==> src/rtl/dgws_pkg.sv <==
package dgws_pkg;

	// ----------------------------------------------------------------
	// Widths and sizes
	// ----------------------------------------------------------------
	localparam int WORD_W = 32;
	localparam int HALF_W = 16;
	localparam int SAMPLE_W = 12;
	localparam int INTERVAL_W = 24;
	localparam int ITER_W = 32;
	localparam int CHAN_W = 3;
	localparam int MAX_CHANS = 4;
	localparam int FIFO_DEPTH_DEF = 16;

	// ----------------------------------------------------------------
	// Interval limits and reset values
	// ----------------------------------------------------------------
	localparam logic [INTERVAL_W-1:0] INTERVAL_MIN_EXTERNAL = 24'h000008;
	localparam logic [INTERVAL_W-1:0] INTERVAL_MIN_INTERNAL = 24'h000028;
	localparam logic [INTERVAL_W-1:0] INTERVAL_MAX = 24'hFFFFFF;
	localparam logic [INTERVAL_W-1:0] PACE_RESET = 24'h000000;
	localparam logic [WORD_W-1:0] COUNT_RESET = 32'h00000000;

	// ----------------------------------------------------------------
	// Enumerations
	// ----------------------------------------------------------------
	typedef enum logic [1:0] {
		DAC_GROUP_FIRST,
		DAC_GROUP_SECOND,
		DAC_GROUP_BOTH
	} dgws_group_t;

	typedef enum logic [1:0] {
		STOP_SOURCE_SOFTWARE,
		STOP_SOURCE_AUX_ZERO,
		STOP_SOURCE_ANALOG_TRIGGER,
		STOP_SOURCE_AUX_ONE
	} dgws_stop_src_t;

	typedef enum logic [1:0] {
		STOP_AT_ONCE,
		STOP_AT_UPDATE_TERMINAL,
		STOP_AT_ITERATION_END
	} dgws_stop_mode_t;

	typedef enum {
		ST_IDLE,
		ST_WAIT,
		ST_EMIT
	} dgws_state_t;

	// ----------------------------------------------------------------
	// Carriers
	// ----------------------------------------------------------------
	typedef struct packed {
		dgws_group_t group;
		dgws_stop_src_t [1:0] stop_source_select;
		dgws_stop_mode_t stop_mode;
		logic [INTERVAL_W-1:0] samples_per_channel_count;
		logic [ITER_W-1:0] iterations;
		logic [INTERVAL_W-1:0] channel_update_interval;
		logic internal_timebase;
		logic definite;
		logic double_buffered;
		logic fifo_preload;
		logic [1:0][CHAN_W-1:0] chan_num;
		logic [1:0][MAX_CHANS-1:0][CHAN_W-1:0] chan_order;
	} dgws_cfg_t;

	typedef struct packed {
		logic strobe;
		logic [CHAN_W-1:0] chan;
		logic [SAMPLE_W-1:0] code;
	} dgws_dac_t;

endpackage : dgws_pkg

==> src/rtl/dgws_top.sv <==
`timescale 1ns/1ps
module dgws_top #(
	parameter int FIFO_DEPTH = dgws_pkg::FIFO_DEPTH_DEF
) (
	input wire logic sys_clk,
	input wire logic reset,
	input wire dgws_pkg::dgws_cfg_t cfg,
	input wire logic start,
	input wire logic stop_soft,
	input wire logic aux_input_zero,
	input wire logic aux_input_one,
	input wire logic analog_trigger,
	input wire logic dma_valid,
	input wire logic [dgws_pkg::WORD_W-1:0] dma_data,
	output logic dma_ready,
	output dgws_pkg::dgws_dac_t [1:0] dac_out,
	output logic [1:0] running,
	output logic [1:0] stopped,
	output logic buffer_select,
	output logic [dgws_pkg::WORD_W-1:0] written_sample_count,
	output logic start_refused
);

	localparam int AW = $clog2(FIFO_DEPTH);

	// ----------------------------------------------------------------
	// Pin synchronisers
	// ----------------------------------------------------------------
	logic [2:0] sync_a0, sync_a1, sync_at;
	logic [2:0] next_sync_a0, next_sync_a1, next_sync_at;
	logic ev_a0, ev_a1, ev_at;

	// Stage 0 only feeds stage 1; edges are taken from stages 1 and 2
	always_comb begin
		next_sync_a0 = {sync_a0[1:0], aux_input_zero};
		next_sync_a1 = {sync_a1[1:0], aux_input_one};
		next_sync_at = {sync_at[1:0], analog_trigger};
	end

	always_ff @(posedge sys_clk or posedge reset) begin
		if (reset) begin
			sync_a0 <= 3'h0;
			sync_a1 <= 3'h0;
			sync_at <= 3'h0;
		end else begin
			sync_a0 <= next_sync_a0;
			sync_a1 <= next_sync_a1;
			sync_at <= next_sync_at;
		end
	end

	assign ev_a0 = sync_a0[1] & ~sync_a0[2];
	assign ev_a1 = sync_a1[1] & ~sync_a1[2];
	assign ev_at = sync_at[1] & ~sync_at[2];

	// Picks the stop request of one group from its chosen source
	function automatic logic stop_hit(input dgws_pkg::dgws_stop_src_t s, input logic sw, input logic a0,
		input logic at, input logic a1);
		case (s)
			dgws_pkg::STOP_SOURCE_SOFTWARE: stop_hit = sw;
			dgws_pkg::STOP_SOURCE_AUX_ZERO: stop_hit = a0;
			dgws_pkg::STOP_SOURCE_ANALOG_TRIGGER: stop_hit = at;
			default: stop_hit = a1;
		endcase
	endfunction : stop_hit

	// ----------------------------------------------------------------
	// Group FIFOs and DMA unpacking
	// ----------------------------------------------------------------
	logic [dgws_pkg::HALF_W-1:0] mem [2][FIFO_DEPTH];
	logic [AW-1:0] wr_ptr [2], rd_ptr [2], next_wr_ptr [2], next_rd_ptr [2];
	logic [AW:0] fill [2], next_fill [2], play [2], next_play [2];
	logic [1:0] act, push, pop, full;
	logic [dgws_pkg::HALF_W-1:0] half [2];

	assign act[0] = cfg.group != dgws_pkg::DAC_GROUP_SECOND;
	assign act[1] = cfg.group != dgws_pkg::DAC_GROUP_FIRST;
	assign full[0] = fill[0] == (AW+1)'(FIFO_DEPTH);
	assign full[1] = fill[1] == (AW+1)'(FIFO_DEPTH);
	assign half[0] = dma_data[15:0];
	assign half[1] = dma_data[31:16];
	// Preloaded playback must not be disturbed by DMA while running
	assign dma_ready = !(cfg.fifo_preload && |running) && !(act[0] && full[0]) && !(act[1] && full[1]);
	assign push = {2{dma_valid & dma_ready}} & act;

	// ----------------------------------------------------------------
	// Pacer and group sequencers
	// ----------------------------------------------------------------
	dgws_pkg::dgws_state_t state [2], next_state [2];
	logic [1:0] seq_idx [2], next_seq_idx [2];
	logic [dgws_pkg::INTERVAL_W-1:0] upd_cnt [2], next_upd_cnt [2];
	logic [dgws_pkg::ITER_W-1:0] iter_cnt [2], next_iter_cnt [2];
	logic [1:0] pend, next_pend, next_stopped, hit, emit, seq_end, pass_end, iter_done, halt;
	logic [dgws_pkg::INTERVAL_W-1:0] pace_cnt, next_pace_cnt;
	logic tick, refuse, accept, next_buffer_select, next_start_refused, lead;
	logic [AW:0] play_inc [2];
	logic [dgws_pkg::WORD_W-1:0] next_written;
	dgws_pkg::dgws_dac_t [1:0] next_dac;

	// Settings the device cannot run with are refused at start
	assign refuse = (cfg.double_buffered && cfg.fifo_preload)
		|| cfg.iterations == 32'h00000000
		|| cfg.channel_update_interval < (cfg.internal_timebase ? dgws_pkg::INTERVAL_MIN_INTERNAL
			: dgws_pkg::INTERVAL_MIN_EXTERNAL)
		|| (cfg.double_buffered && cfg.samples_per_channel_count[0]);
	assign accept = start && !(|running) && !refuse;
	// One pacer serves both groups so a combined run shares its rate
	assign tick = |running && pace_cnt == dgws_pkg::PACE_RESET;
	assign lead = act[0] ? 1'b0 : 1'b1;

	always_comb begin
		next_pace_cnt = (tick || !(|running)) ? cfg.channel_update_interval - 24'h000001 : pace_cnt - 24'h000001;
		next_written = accept ? dgws_pkg::COUNT_RESET : written_sample_count;
		next_buffer_select = accept ? 1'b0 : buffer_select;
		next_start_refused = start && !(|running) && refuse;
		next_stopped = stopped;
		next_pend = pend;
		next_dac = dac_out;
		hit = 2'b00;
		emit = 2'b00;
		seq_end = 2'b00;
		pass_end = 2'b00;
		iter_done = 2'b00;
		halt = 2'b00;
		pop = 2'b00;
		for (int g = 0; g < 2; g++) begin
			next_state[g] = state[g];
			next_seq_idx[g] = seq_idx[g];
			next_upd_cnt[g] = upd_cnt[g];
			next_iter_cnt[g] = iter_cnt[g];
			next_play[g] = play[g];
			play_inc[g] = play[g] + (AW+1)'(1);
			hit[g] = stop_hit(cfg.stop_source_select[g], stop_soft, ev_a0, ev_at, ev_a1);
			if (accept && act[g]) begin
				next_state[g] = dgws_pkg::ST_WAIT;
				next_seq_idx[g] = 2'h0;
				next_upd_cnt[g] = dgws_pkg::PACE_RESET;
				next_iter_cnt[g] = dgws_pkg::COUNT_RESET;
				next_play[g] = '0;
				next_pend[g] = 1'b0;
				next_stopped[g] = 1'b0;
			end else if (state[g] != dgws_pkg::ST_IDLE) begin
				emit[g] = state[g] == dgws_pkg::ST_EMIT && fill[g] != '0;
				seq_end[g] = emit[g] && {1'b0, seq_idx[g]} == cfg.chan_num[g] - 3'h1;
				// Preloaded data replays whole FIFO contents; the update count is unused
				pass_end[g] = seq_end[g] && (cfg.fifo_preload ? play_inc[g] == fill[g]
					: next_upd_cnt[g] + 24'h000001 == cfg.samples_per_channel_count);
				iter_done[g] = pass_end[g] && iter_cnt[g] + 32'h00000001 == cfg.iterations;
				if (state[g] == dgws_pkg::ST_WAIT && tick) begin
					next_state[g] = dgws_pkg::ST_EMIT;
					next_seq_idx[g] = 2'h0;
				end
				if (emit[g]) begin
					next_dac[g].strobe = 1'b1;
					next_dac[g].chan = cfg.chan_order[g][seq_idx[g]];
					next_dac[g].code = mem[g][rd_ptr[g] + play[g][AW-1:0]][dgws_pkg::SAMPLE_W-1:0];
					next_seq_idx[g] = seq_idx[g] + 2'h1;
					if (cfg.fifo_preload) begin
						next_play[g] = play_inc[g] == fill[g] ? '0 : play_inc[g];
					end else begin
						pop[g] = 1'b1;
					end
				end
				if (seq_end[g]) begin
					next_state[g] = dgws_pkg::ST_WAIT;
					next_upd_cnt[g] = pass_end[g] ? dgws_pkg::PACE_RESET : upd_cnt[g] + 24'h000001;
				end
				if (pass_end[g]) begin
					next_iter_cnt[g] = iter_done[g] ? dgws_pkg::COUNT_RESET : iter_cnt[g] + 32'h00000001;
				end
				// A deferred stop is remembered until its boundary arrives
				if (hit[g] && cfg.stop_mode != dgws_pkg::STOP_AT_ONCE) begin
					next_pend[g] = 1'b1;
				end
				halt[g] = (hit[g] && cfg.stop_mode == dgws_pkg::STOP_AT_ONCE)
					|| (iter_done[g] && cfg.definite && !cfg.double_buffered)
					|| ((pend[g] || hit[g]) && cfg.stop_mode == dgws_pkg::STOP_AT_UPDATE_TERMINAL
						&& pass_end[g])
					|| ((pend[g] || hit[g]) && cfg.stop_mode == dgws_pkg::STOP_AT_ITERATION_END
						&& iter_done[g]);
				if (halt[g]) begin
					next_state[g] = dgws_pkg::ST_IDLE;
					next_pend[g] = 1'b0;
					next_stopped[g] = 1'b1;
				end
			end
			if (!emit[g]) begin
				next_dac[g].strobe = 1'b0;
			end
			next_wr_ptr[g] = wr_ptr[g] + AW'(push[g]);
			next_rd_ptr[g] = rd_ptr[g] + AW'(pop[g]);
			next_fill[g] = fill[g] + (AW+1)'(push[g]) - (AW+1)'(pop[g]);
		end
		next_written = next_written + 32'(emit[0]) + 32'(emit[1]);
		// The host's two buffers alternate at each pass end of the lead group
		if (cfg.double_buffered && pass_end[lead]) begin
			next_buffer_select = ~buffer_select;
		end
	end

	always_ff @(posedge sys_clk or posedge reset) begin
		if (reset) begin
			pace_cnt <= dgws_pkg::PACE_RESET;
			written_sample_count <= dgws_pkg::COUNT_RESET;
			buffer_select <= 1'b0;
			start_refused <= 1'b0;
			stopped <= 2'b00;
			pend <= 2'b00;
			dac_out <= '0;
			for (int g = 0; g < 2; g++) begin
				state[g] <= dgws_pkg::ST_IDLE;
				seq_idx[g] <= 2'h0;
				upd_cnt[g] <= dgws_pkg::PACE_RESET;
				iter_cnt[g] <= dgws_pkg::COUNT_RESET;
				play[g] <= '0;
				wr_ptr[g] <= '0;
				rd_ptr[g] <= '0;
				fill[g] <= '0;
			end
		end else begin
			pace_cnt <= next_pace_cnt;
			written_sample_count <= next_written;
			buffer_select <= next_buffer_select;
			start_refused <= next_start_refused;
			stopped <= next_stopped;
			pend <= next_pend;
			dac_out <= next_dac;
			for (int g = 0; g < 2; g++) begin
				state[g] <= next_state[g];
				seq_idx[g] <= next_seq_idx[g];
				upd_cnt[g] <= next_upd_cnt[g];
				iter_cnt[g] <= next_iter_cnt[g];
				play[g] <= next_play[g];
				wr_ptr[g] <= next_wr_ptr[g];
				rd_ptr[g] <= next_rd_ptr[g];
				fill[g] <= next_fill[g];
			end
		end
	end

	// Sample storage carries no reset; only pointers define its contents
	always_ff @(posedge sys_clk) begin
		for (int g = 0; g < 2; g++) begin
			if (push[g]) begin
				mem[g][wr_ptr[g]] <= half[g];
			end
		end
	end

	assign running[0] = state[0] != dgws_pkg::ST_IDLE;
	assign running[1] = state[1] != dgws_pkg::ST_IDLE;
endmodule : dgws_top

==> config.mk <==
export PLATFORM = sky130hd
export DESIGN_NAME = dgws_top
export DESIGN_NICKNAME = d
export VERILOG_FILES = /design/src/rtl/dgws_pkg.sv /design/src/rtl/dgws_top.sv
export SDC_FILE = /design/constraint.sdc
export NUM_CORES = 1
export LEC_CHECK = 0
export BUFFER_PORTS_ARGS = -buffer_cell sky130_fd_sc_hd__buf_2
export CORE_ASPECT_RATIO = 0.5
export CORE_MARGIN = 5
export CORE_UTILIZATION = 35
export CTS_BUF_LIST = sky130_fd_sc_hd__clkbuf_2 sky130_fd_sc_hd__clkbuf_4 sky130_fd_sc_hd__clkbuf_8
export DETAILED_ROUTE_END_ITERATION = 6
export GPL_TIMING_DRIVEN = 0
export PLACE_DENSITY = 0.47
export SYNTH_ARGS = -nofsm -noshare
export SYNTH_HDL_FRONTEND = slang
export SYNTH_SLANG_ARGS = --single-unit
==> constraint.sdc <==
create_clock -name sys_clk -period 24.3 [get_ports sys_clk]
set_input_delay 4.86 -clock sys_clk [delete_from_list [all_inputs] [get_ports sys_clk]]
set_output_delay 4.86 -clock sys_clk [all_outputs]
set_load 0.01 [all_outputs]
==> impl_metrics.env <==
export IMPL_cts_root_buffer="clkbuf_8"
export IMPL_cts_path_max_buffers=3
export IMPL_crit_chain="buf_2, clkbuf_1, inv_1, o22ai_1, nor2_1, buf_2"
export IMPL_fmax_ghz=0.0894
export IMPL_path_max_fanout=10
export IMPL_grt_antenna_before_repair=4
export IMPL_die_w_um=441
export IMPL_min_delay_start="sync_at[0]"
export IMPL_drtPass1Iterations=5
export IMPL_grt_pass1_wl_mm=141
export IMPL_cts_tree="done"
export IMPL_insertion_delay_ns=0.77
export IMPL_slew_headroom=0.0962
export IMPL_rsz0062_at_grt="no"
export IMPL_crit_path_end_kind="output port"
export IMPL_die_area_sq_um=99600
export IMPL_async_flop_share=0.403
export IMPL_post_cts_resized=0
export IMPL_htreeDepth=3
export IMPL_ys_top_cells_by_area="edfxtp_1 35%, dfrtp_1 20%, mux4_2 7.1%"
export IMPL_slew_viol_final=0
export IMPL_crit_buf_inv=4
export IMPL_maxCapViolCount=0
export IMPL_cts_sinks=643
export IMPL_grt_max_degree=115
export IMPL_crit_type="input port to output port"
export IMPL_synthCells=2763
export IMPL_ios=233
export IMPL_synthFlopType="edfxtp_1"
export IMPL_p_leak_nw=14.3
export IMPL_cpMostUsedCell="buf_2"
export IMPL_r2r_cells=11
export IMPL_netlist_area_sq_um=32500
export IMPL_finalPower_mw=3.07
export IMPL_hold_buffers=0
export IMPL_hp_class="flop to flop"
export IMPL_drt_first_iter_violations=1634
export IMPL_route_detailed_drc=0
export IMPL_outcome="completed"
export IMPL_multi_input_area_sq_um=13600
export IMPL_whs_ns=0.349
export IMPL_ant_nets=0
export IMPL_syn_num_nets=2967
export IMPL_fin_skew_ns=0.0326
export IMPL_synth_largest_area_cell="edfxtp_1"
export IMPL_gp_congestion=0.857
export IMPL_setup_viol=0
export IMPL_crit_arrival_ns=6.33
export IMPL_post_cts_setup_buffers=0
export IMPL_syn_area_per_cell_sq_um=11.8
export IMPL_hold_depth=0
export IMPL_rr_startpoint="upd_cnt[7]"
export IMPL_finalCritPeriodShare=0.460
export IMPL_vias=23300
export IMPL_synth_edf_count=384
export IMPL_peakVddDrop_uv=41.9
export IMPL_hold_viol_final=0
export IMPL_cp_slowest_cell="clkbuf_1"
export IMPL_io_buffers=222
export IMPL_synth_top_area_frac=0.354
export IMPL_core_area_sq_um=92600
export IMPL_synth_most_common_cell="edfxtp_1"
export IMPL_synth_seq_cells=643
export IMPL_clk_pin_slew_ns=0.06
export IMPL_n_fill_cell=8938
export IMPL_worstHoldEndpoint="sync_at[1]"
export IMPL_drive_gt1_frac=0.186
export IMPL_hpwl_mm=65.6
export IMPL_die_y_um=226
export IMPL_design_area_sq_um=37600
export IMPL_reg2reg_slack_ns=19.03
export IMPL_cts_buffers=98
export IMPL_r2r_end="iter_cnt[29]"
export IMPL_area_growth_pct=15.5
export IMPL_yosysSeqAreaShare=0.553
export IMPL_ys_types=87
export IMPL_tightest_slew_ns=1.35
export IMPL_post_drt_wl_per_cell_um=20.9
export IMPL_rows=79
export IMPL_ys_warn_count=0
export IMPL_register_area_sq_um=18000
export IMPL_tns_ns=0
export IMPL_post_dp_cell_area_sq_um=35500
export IMPL_start_util=0.351
export IMPL_via_per_inst=5.24
export IMPL_synth_common_cells="384 x edfxtp_1, 259 x dfrtp_1, 226 x nor2_1, 187 x nand2_1, 170 x o21ai_0"
export IMPL_power_density_nw_per_um2=81.6
export IMPL_routed_wirelength_mm=92.7
export IMPL_grt_use_total=0.184
export IMPL_crit_family="buffers and inverters"
export IMPL_start_kind="input port"
export IMPL_gr_total_overflow=0
export IMPL_critPathMaxStageDelay_ns=0.67
export IMPL_nets=3303
export IMPL_period_needed_ns=11.19
export IMPL_cp_required_ns=19.44
export IMPL_grt_pass1_vias=23100
## state kept, by name, summed over array words and instances (netlist names), 10 cells and up
signal                flops
pace_cnt                 24
upd_cnt                  48
mem                     384
play                     10
written_sample_count     32
iter_cnt                 64
dac_out                  32
fill                     10
## kinds of logic after synthesis
| kind of cell | Yosys count | share of synthesized area |
|---|---|---|
| and+or+nand+nor | 924 | 0.146 |
| DFF | 643 | 0.553 |
| AOI/OAI and AO/OA | 446 | 0.0843 |
| buffers and inverters | 268 | 0.0323 |
| xor gates and xnor gates | 247 | 0.0665 |
| muxes | 193 | 0.100 |
| adders and majority gates | 42 | 0.0173 |
## stage by stage
| step | instances | setup WS (ns) | utilization |
|---|---|---|---|
| finish | 4439 | 13.11 | 0.406 |
| global route | 4438 | 12.99 | 0.406 |
| CTS | 4434 | 13.08 | 0.406 |
| detailed placement | 4252 | 13.08 | 0.383 |
| global placement | 4240 | 8.16 | 0.380 |
| floorplan | 2763 | 12.31 | - |
## cells in the final DEF (no fill, tap or decap), drive strengths merged, types with 42 or more instances in the layout
cell type,instances
xnor2,148
xor2,99
nor3,74
nand4,71
buf,266
dfrtp,259
clkbuf,272
mux4,103
o21ai,171
mux2i,61
nor2,226
edfxtp,384
inv,116
nand2,187
nor4,56
a31oi,42
a21oi,92
nand3,96
## routing by layer
layer  vias up  global-route usage  part of all wire  wire length [um]
met4         2              0.0569             0.029              2730
met2       460               0.295              0.47             43100
li1      11000                   -                 -                 -
met1     11700               0.256              0.47             43200
met3       171              0.0333             0.039              3630
met5         -                   0           0.00022                20
## power by group
group | switching [mW] | internal, mW | leakage [nW]
clock network | 0.461 | 0.520 | 1.12
logic | 0.421 | 0.301 | 6.50
registers | 0.0933 | 1.27 | 6.69
## worst max path at each step
stage,start,end,slack [ns],cells after the start
floorplan,reset,buffer_select,12.31,1
global placement,reset,upd_cnt[43],8.16,2
detailed placement,cfg[30],dma_ready,13.08,6
CTS,cfg[30],dma_ready,13.08,6
global route,cfg[30],dma_ready,12.99,6
finish,cfg[30],dma_ready,13.11,6
## area by class of cell
class / count / area share
inverters: 112 / 0.0114
flip-flops and latches: 643 / 0.479
well taps: 1255 / 0.0418
diodes: 3 / 0.000200
clock buffers: 146 / 0.0476
clock inverters: 36 / 0.00842
repair buffers: 236 / 0.0346
multi-input cells: 1852 / 0.360
plain buffers: 156 / 0.0168
No activity file was read; power rests on OpenSTA's default activity.
